**src/hw/mux_scan_pkg.sv**
```systemverilog
// constants for the isolated multiplexer scan control block
package mux_scan_pkg;
    localparam int DATA_W = 16;
    localparam int ADDR_W = 2;
    localparam int CHAN_W = 4;
    localparam int BANK_W = 3;
    localparam int CHAN_CNT = 16;
    localparam int GAIN_W = 5;
    localparam int SETTLE_W = 24;
    // register indices selected by the address handler
    localparam logic [1:0] REG_CONFIG = 2'h0;
    localparam logic [1:0] REG_STATUS = 2'h1;
    localparam logic [1:0] REG_ID = 2'h2;
    // configuration and status word fields
    localparam int CFG_GAIN_LSB = 0;
    localparam int CFG_NARROW = 5;
    localparam int CFG_FOUR_WIRE = 6;
    localparam int CFG_TEMP = 7;
    localparam int CFG_SHUNT = 8;
    localparam int CFG_AUTO_ZERO = 9;
    localparam int STAT_BUSY = 0;
    // gain codes 0..16 run 0.01 .. 2000 in 1-2-5 steps
    localparam logic [4:0] GAIN_MAX = 5'h10;
    // arbitrary identification value
    localparam logic [15:0] MODULE_ID_DEFAULT = 16'h005C;
    // synchroniser lane positions
    localparam int SY_SCLK = 0;
    localparam int SY_DIN = 1;
    localparam int SY_DAS = 2;
    localparam int SY_SLOT = 3;
    localparam int SY_STB = 4;
    localparam int SY_W = 5;
    localparam int CLK_HZ = 25_000_000;
    localparam int SETTLE_TIME_US = 1000;
    localparam int SETTLE_CYC_DEFAULT = SETTLE_TIME_US * (CLK_HZ / 1_000_000);
endpackage

```
**src/hw/mux_scan_control.sv**
```systemverilog
// serial-configured channel scan control for the sixteen-channel isolated mux
//
// Overview of operation
// - address handler register picks the target of following serial data transfers.
// - configuration register holds gain, shunt, filter, scan mode, sensor, auto-zero.
// - gain code selects one of seventeen gains, 0.01 to 2000, 1-2-5 steps.
// - status register shows whether configuration is still being applied.
// - read-only module identification code readable over the serial bus.
// - two-wire mode: all sixteen channels sense, exactly one routed to amplifier.
// - four-wire mode: only channels 0-7 sense, exactly one routed.
// - four-wire mode: channels 8-15 carry current, exactly one, in lockstep.
// - filter control chooses 4 kHz or 4 Hz low-pass bandwidth.
// - temperature select routes the terminal sensor instead of an input channel.
// - shunt calibration enable switches the shunt resistor in or out.
// - auto-zero selection lets amplifier offset be measured and nulled.
// - each scan strobe pulse advances the multiplexer to the next channel.
// - data/address select line marks serial bits as data or address.
// - auto-zero disconnects relay mux and grounds amplifier inputs.
`timescale 1ns/10ps
module mux_scan_control
    import mux_scan_pkg::*;
#(
    parameter int SETTLE_CYC = mux_scan_pkg::SETTLE_CYC_DEFAULT,
    parameter logic [15:0] MODULE_ID = mux_scan_pkg::MODULE_ID_DEFAULT
) (
    input wire logic clk_sys,
    input wire logic srst,
    input wire logic serial_shift_clock,
    input wire logic serial_in_line,
    input wire logic data_address_select,
    input wire logic controller_slot_select,
    input wire logic channel_advance_strobe,
    output logic serial_out_line,
    output logic [mux_scan_pkg::GAIN_W-1:0] gain_select,
    output logic filter_narrow,
    output logic four_wire_mode,
    output logic temp_sensor_route,
    output logic shunt_cal_enable,
    output logic auto_zero_select,
    output logic amp_mux_connect,
    output logic amp_input_ground,
    output logic [mux_scan_pkg::CHAN_CNT-1:0] sense_route,
    output logic [mux_scan_pkg::CHAN_CNT-1:0] current_route,
    output logic config_busy
);
    import mux_scan_pkg::*;

    typedef struct packed {
        logic [SY_W-1:0] s1;
        logic [SY_W-1:0] s2;
        logic [SY_W-1:0] prev;
        logic [ADDR_W-1:0] addr;
        logic [DATA_W-1:0] shin;
        logic [4:0] bitcnt;
        logic [DATA_W-1:0] shout;
        logic [GAIN_W-1:0] gain;
        logic narrow;
        logic four;
        logic temp;
        logic shunt;
        logic az;
        logic [CHAN_W-1:0] chan;
        logic [SETTLE_W-1:0] settle;
        logic busy;
        logic [CHAN_CNT-1:0] sense;
        logic [CHAN_CNT-1:0] current;
        logic temp_route;
        logic mux_link;
        logic amp_gnd;
    } state_t;

    localparam logic [SETTLE_W-1:0] SETTLE_LOAD = SETTLE_W'(SETTLE_CYC - 1);
    localparam logic [4:0] LAST_BIT = 5'(DATA_W - 1);

    state_t q;
    state_t d;
    logic sclk_rise;
    logic sclk_fall;
    logic stb_rise;
    logic module_sel;
    logic addr_take;
    logic write_go;
    logic [DATA_W-1:0] wr_word;
    logic [DATA_W-1:0] rd_word;

    always_comb begin
        d = q;
        d.s1 = {channel_advance_strobe, controller_slot_select, data_address_select,
                serial_in_line, serial_shift_clock};
        d.s2 = q.s1;
        d.prev = q.s2;
        sclk_rise = q.s2[SY_SCLK] & ~q.prev[SY_SCLK];
        sclk_fall = ~q.s2[SY_SCLK] & q.prev[SY_SCLK];
        stb_rise = q.s2[SY_STB] & ~q.prev[SY_STB];
        // high means a module is addressed, low means the slot 0 controller
        module_sel = q.s2[SY_SLOT];
        addr_take = 1'b0;
        write_go = 1'b0;
        wr_word = {q.shin[DATA_W-2:0], q.s2[SY_DIN]};
        if (module_sel && sclk_rise) begin
            if (q.s2[SY_DAS]) begin
                // address bits restart any half-shifted data word
                d.addr = {q.addr[0], q.s2[SY_DIN]};
                d.bitcnt = '0;
                addr_take = 1'b1;
            end else begin
                d.shin = wr_word;
                d.bitcnt = q.bitcnt + 5'h01;
                if (q.bitcnt == LAST_BIT) begin
                    d.bitcnt = '0;
                    write_go = (q.addr == REG_CONFIG);
                end
            end
        end
        if (write_go) begin
            d.gain = (wr_word[CFG_GAIN_LSB +: GAIN_W] > GAIN_MAX) ? GAIN_MAX
                : wr_word[CFG_GAIN_LSB +: GAIN_W];
            d.narrow = wr_word[CFG_NARROW];
            d.four = wr_word[CFG_FOUR_WIRE];
            d.temp = wr_word[CFG_TEMP];
            d.shunt = wr_word[CFG_SHUNT];
            d.az = wr_word[CFG_AUTO_ZERO];
        end
        // a new write restarts settling even while busy
        if (write_go) begin
            d.busy = 1'b1;
            d.settle = SETTLE_LOAD;
        end else if (q.busy) begin
            if (q.settle == '0) begin
                d.busy = 1'b0;
            end else begin
                d.settle = q.settle - SETTLE_W'(1);
            end
        end
        if (d.addr == REG_CONFIG) begin
            rd_word = '0;
            rd_word[CFG_GAIN_LSB +: GAIN_W] = d.gain;
            rd_word[CFG_NARROW] = d.narrow;
            rd_word[CFG_FOUR_WIRE] = d.four;
            rd_word[CFG_TEMP] = d.temp;
            rd_word[CFG_SHUNT] = d.shunt;
            rd_word[CFG_AUTO_ZERO] = d.az;
        end else if (d.addr == REG_STATUS) begin
            rd_word = '0;
            rd_word[STAT_BUSY] = d.busy;
        end else if (d.addr == REG_ID) begin
            rd_word = MODULE_ID;
        end else begin
            rd_word = '0;
        end
        // readback is snapshotted when the address is taken
        if (addr_take) begin
            d.shout = rd_word;
        end else if (module_sel && sclk_fall && !q.s2[SY_DAS]) begin
            d.shout = {q.shout[DATA_W-2:0], 1'b0};
        end
        // any configuration write restarts the scan from channel 0
        if (write_go) begin
            d.chan = '0;
        end else if (stb_rise) begin
            if (q.four) begin
                d.chan = {1'b0, q.chan[BANK_W-1:0] + 3'h1};
            end else begin
                d.chan = q.chan + 4'h1;
            end
        end
        d.sense = '0;
        d.current = '0;
        d.mux_link = !d.az && !d.temp;
        d.amp_gnd = d.az;
        d.temp_route = d.temp && !d.az;
        if (d.four) begin
            d.current[{1'b1, d.chan[BANK_W-1:0]}] = 1'b1;
        end
        if (d.mux_link) begin
            if (d.four) begin
                d.sense[{1'b0, d.chan[BANK_W-1:0]}] = 1'b1;
            end else begin
                d.sense[d.chan] = 1'b1;
            end
        end
    end

    always_ff @(posedge clk_sys) begin
        if (srst) begin
            q <= '0;
        end else begin
            q <= d;
        end
    end

    assign serial_out_line = q.shout[DATA_W-1];
    assign gain_select = q.gain;
    assign filter_narrow = q.narrow;
    assign four_wire_mode = q.four;
    assign temp_sensor_route = q.temp_route;
    assign shunt_cal_enable = q.shunt;
    assign auto_zero_select = q.az;
    assign amp_mux_connect = q.mux_link;
    assign amp_input_ground = q.amp_gnd;
    assign sense_route = q.sense;
    assign current_route = q.current;
    assign config_busy = q.busy;
endmodule // mux_scan_control

```
**config.mk**
```make
export PLATFORM = sky130hd
export DESIGN_NAME = mux_scan_control
export DESIGN_NICKNAME = d
export VERILOG_FILES = /design/src/hw/mux_scan_pkg.sv /design/src/hw/mux_scan_control.sv
export SDC_FILE = /design/constraint.sdc
export NUM_CORES = 1
export LEC_CHECK = 0
export BUFFER_PORTS_ARGS = -buffer_cell sky130_fd_sc_hd__buf_2
export CORE_MARGIN = 2
export CORE_UTILIZATION = 62
export CTS_CLUSTER_SIZE = 8
export DETAILED_ROUTE_END_ITERATION = 6
export GPL_TIMING_DRIVEN = 0
export PLACE_DENSITY = 0.8
export SLEW_MARGIN = 40
export SYNTH_ARGS = -nofsm -noshare
export SYNTH_HDL_FRONTEND = slang
export SYNTH_SLANG_ARGS = --single-unit
```
**constraint.sdc**
```tcl
create_clock -name clk_sys -period 5.6 [get_ports clk_sys]
set_input_delay 0.84 -clock clk_sys [delete_from_list [all_inputs] [get_ports clk_sys]]
set_output_delay 0.84 -clock clk_sys [all_outputs]
set_load 0.02 [all_outputs]
```
==> results summary <==
The post-cts sizing count is 0. The number of buffers created by CTS is 9. The share of synthesized area occupied by flip-flops and latches came out at between 40 and 50%. The number of flip-flops and latches in the synthesized netlist is 109. The power consumption came out at 0.001306 W. The number of failing hold endpoints at the final stage is 0. The total routing resource utilization after global routing is 24.36%.

STA classifies the critical path startpoint as a flip-flop. After detailed routing, the number of remaining DRC violations is 0. The residual overflow from global routing came out at 0. The tree built by TritonCTS fans out to ~110 sinks. The core area is 7214 um2. The repair_antennas step left the layout with diodes totalling 0. The global-route wire length before repair is 16.23 mm. The number of enable-type register cells in the synthesized netlist is 0.

The number of buffers on the longest clock path came out at 2. The average size of a mapped cell is just under 9 um2. The cell area after placement came out at 4975 um2.

Of the cells placed in the final design, the portion with a size suffix greater than 1 is 19.66%. By startpoint and endpoint, the worst setup path is classified as reg -> reg. The buffer count from post-CTS setup fixing came out at 0. The worst voltage drop across the vdd grid is about 0.16 mV. The final net count is 591.

The distinct cell type count of the synthesized netlist is 51. The worst setup path is captured at a flip-flop. CTS placed an instance of clkbuf_8 at the clock tree root.

Of the post-synthesis cell area, the dominant cell type holds between 40 and 50%. The worst hold path belongs to the class reg -> reg. The y dimension of the die came out at 90.17 um. Global routing consumed, on the met1 layer, 29.62% of the routing resources.

The number of buffers added on ports is 43. The relative slew slack came out at roughly 52%. In the synthesized netlist, the number of instances is ~520. The xor-xnor portion of the synthesized cell area came out at about 1.9%. Data arrives at the worst endpoint at 3.03 ns.

The critical path goes through clkbuf_1 > nand4bb_1 > o41ai_1 > clkbuf_1 > clkbuf_1 > nor2_1. Summed over all failing endpoints, the final setup total negative slack is 0 ns. Once layout is done, the placed cells without fillers occupy 5179 um2. The static power due to leakage came out at around 2.2 nW.

The layer flagged by global routing as most heavily used is met2. The via density per instance came out at 5.608. The run finished with clean final reports.

Setup repair after global routing left no endpoint under its margin. The worst clock skew is 0.008699 ns. Subtracting the final worst setup slack from the clock period gives between 2 and 3 ns.

The most numerous cell on the critical path is clkbuf_1. The most used flip-flop cell after synthesis is dfxtp_1. TritonCTS built the clock tree. The via count of the first global-routing pass came to roughly 3500.

Summing over every cut layer, the via total after detailed routing is 3836. The met3 track demand over resource is ~3.6%. The adder-cell share of the synthesized area came out at under 10%. On the final layout, the worst hold slack is 0.4501 ns. The worst endpoint required time came out at slightly below 6 ns.

The later pin in the worst-skew pair is clocked with a latency of 0.37 ns. In the post-synthesis netlist, the biggest area contributors are dfxtp_1 (47%), buf_4 (6.2%), a21oi_1 (5.7%), nor2_1 (4.9%), nand2_1 (3.6%). The detailed router's first-iteration violation count is 260.

The max-slew violation count is 0. The synthesized design spends more area on one cell type than any other, namely dfxtp_1. Along the worst path, the maximum fanout reaches 10. Compared with the post-synthesis result, the final layout area differs by 12.50%.

The register clock-pin slew on the reported worst setup and hold paths is 0.11 ns. The total I/O pin count came out at 53. Derived from the worst setup path, the maximum achievable clock frequency is 358.2 MHz. The largest incremental delay on the critical path came out at 0.67 ns. The floorplan step defined a die boundary enclosing a little over 8000 um2. After synthesis, the share of flip-flops with an asynchronous set or reset is 0%. Routability-driven placement finished with a final weighted congestion of 0.8550. The initial utilization of the core area, before any placement, comes to 63.81%. The floorplan has 31 rows. By area, the combinational part of the netlist is dominated by simple AND/OR/NAND/NOR gates. The largest individual stage delay along the critical path comes from the cell o41ai_1. The first-pass iteration count of the detailed router is 5. The number of antenna violations at the first check in global routing is 0. The maximum number of pins on one net before global-route repair is 22. The total number of yosys warnings came out at 0. The count of nets left with antenna violations after detail routing came out at 0. In this run the cell area of the synthesized design comes to 4603 um2. The count of maximum capacitance violations came out at 0.

The period utilization came out at roughly half. The portion of synthesized area spent on multiplexers is 3.452%. In this run, post-CTS hold repair placed 0 buffers. Setup violations remaining at the end of the flow were counted as 0. The slew at the pin with the worst max-slew slack came out at 0.7200 ns. The met2 demand-to-capacity share in global routing came out at 43.55%. The half-perimeter wire length after detailed placement is 6.965 mm. The worst setup slack before clock tree synthesis came out at 2.776 ns. The routed wire length per instance is 14.15 um. In this run the number of H-tree levels came out at 3. The slack of the critical path came out at 2.808 ns.

The simple-gate share of the synthesized area came out at a little under a quarter. The die width came out at around 90 um. Dividing total power by cell area gives a power density of 252.1 nW/um2. The share of the synthesized area in compound gates (AO/OA/AOI/OAI) came out at 14.65%. The final layout contains routed wiring with a total length of 9.679 mm.
==> kinds of logic after synthesis <==
family          Yosys count
compound gates          112
buf+inv                  67
xor+xnor                 10
mux                      15
fa+ha+maj                 4
simple gates            201
flops                   109
other cells               1
==> cells in the mapped netlist (2+ instances only) <==
master / n
and3_1: 3
nor2b_1: 15
inv_1: 5
nand4_1: 3
nand3b_1: 8
nand2_1: 44
xnor2_1: 6
or4_1: 6
nand4b_1: 3
buf_4: 38
clkbuf_1: 23
o31ai_1: 3
nor2_1: 60
or3_1: 12
o41ai_1: 5
or4_4: 2
a21oi_1: 52
mux2_2: 7
nor4_1: 6
a21o_1: 2
or2_2: 2
ha_1: 4
o21ai_0: 23
dfxtp_1: 109
o21a_1: 2
mux2i_1: 8
a31oi_1: 4
and2_1: 2
nor3_1: 7
xor2_1: 4
nand2b_1: 2
o211a_1: 5
o211ai_1: 5
a211oi_1: 6
nor3b_1: 4
nand3_1: 14
==> path summary, 6_finish.rpt <==
path         depth (start not counted)  slack (ns)    from      to
max reg2reg                          6        2.81  d[115]   q[52]
min                                  1        0.45  d[120]  d[115]
max                                  6        2.81  d[115]   q[52]
min reg2reg                          1        0.45  d[120]  d[115]
==> cells in the final DEF, fill, tap and decap left out, types with 6 or more instances in the layout <==
cell	n
nor2_1	60
dfxtp_1	109
nand2_1	44
conb_1	8
mux2_2	7
nor3_1	7
a21oi_1	52
or4_1	6
or3_1	12
a211oi_1	6
nor2b_1	15
mux2i_1	8
o21ai_0	23
buf_4	38
clkbuf_8	9
buf_2	43
nand3_1	14
clkbuf_1	23
nand3b_1	8
xnor2_1	6
==> per-layer routing <==
metal | routed length, um | up-vias
met4 | 184 | 0
met5 | 0 | -
met3 | 446 | 15
met1 | 4238 | 1812
met2 | 4809 | 116
li1 | - | 1893
==> layout make-up <==
type / instances / area [um2]
tap: 99 / 123.9
buffer: 62 / 375.4
clock inverter: 7 / 71.32
fill: 566 / 2036
multi-input combinational: 350 / 2068
sequential: 109 / 2182
timing repair buffer: 43 / 215.2
inverter: 5 / 18.77
clock buffer: 9 / 123.9
==> metrics by stage <==
stage	utilization (%)	instances
floorplan	-	526
global placement	68.87	668
detailed placement	68.96	668
CTS	71.66	684
global route	71.78	684
finish	71.78	684
==> worst max-delay path, delay by kind of cell (launching register included) <==
kind                   cells  cell delay (ns)
AOI/OAI and AO/OA          1             0.67
buffers and inverters      3             1.16
DFF                        1             0.32
and+or+nand+nor            2             0.51
==> registers in the layout (all words and copies together) (netlist names) <==
signal             cells
temp_sensor_route      1
gain_select            5
filter_narrow          1
amp_mux_connect        1
shunt_cal_enable       1
q                     62
amp_input_ground       1
d                     10
four_wire_mode         1
serial_out_line        1
config_busy            1
sense_route           16
current_route          8
==> power by group <==
group          switching, W   total, W  internal, W
clock network      0.000293   0.000472     0.000179
registers        0.00000299   0.000784     0.000781
logic             0.0000334  0.0000496    0.0000162
total              0.000330    0.00131     0.000976
Power figures use the tool's default switching activity.
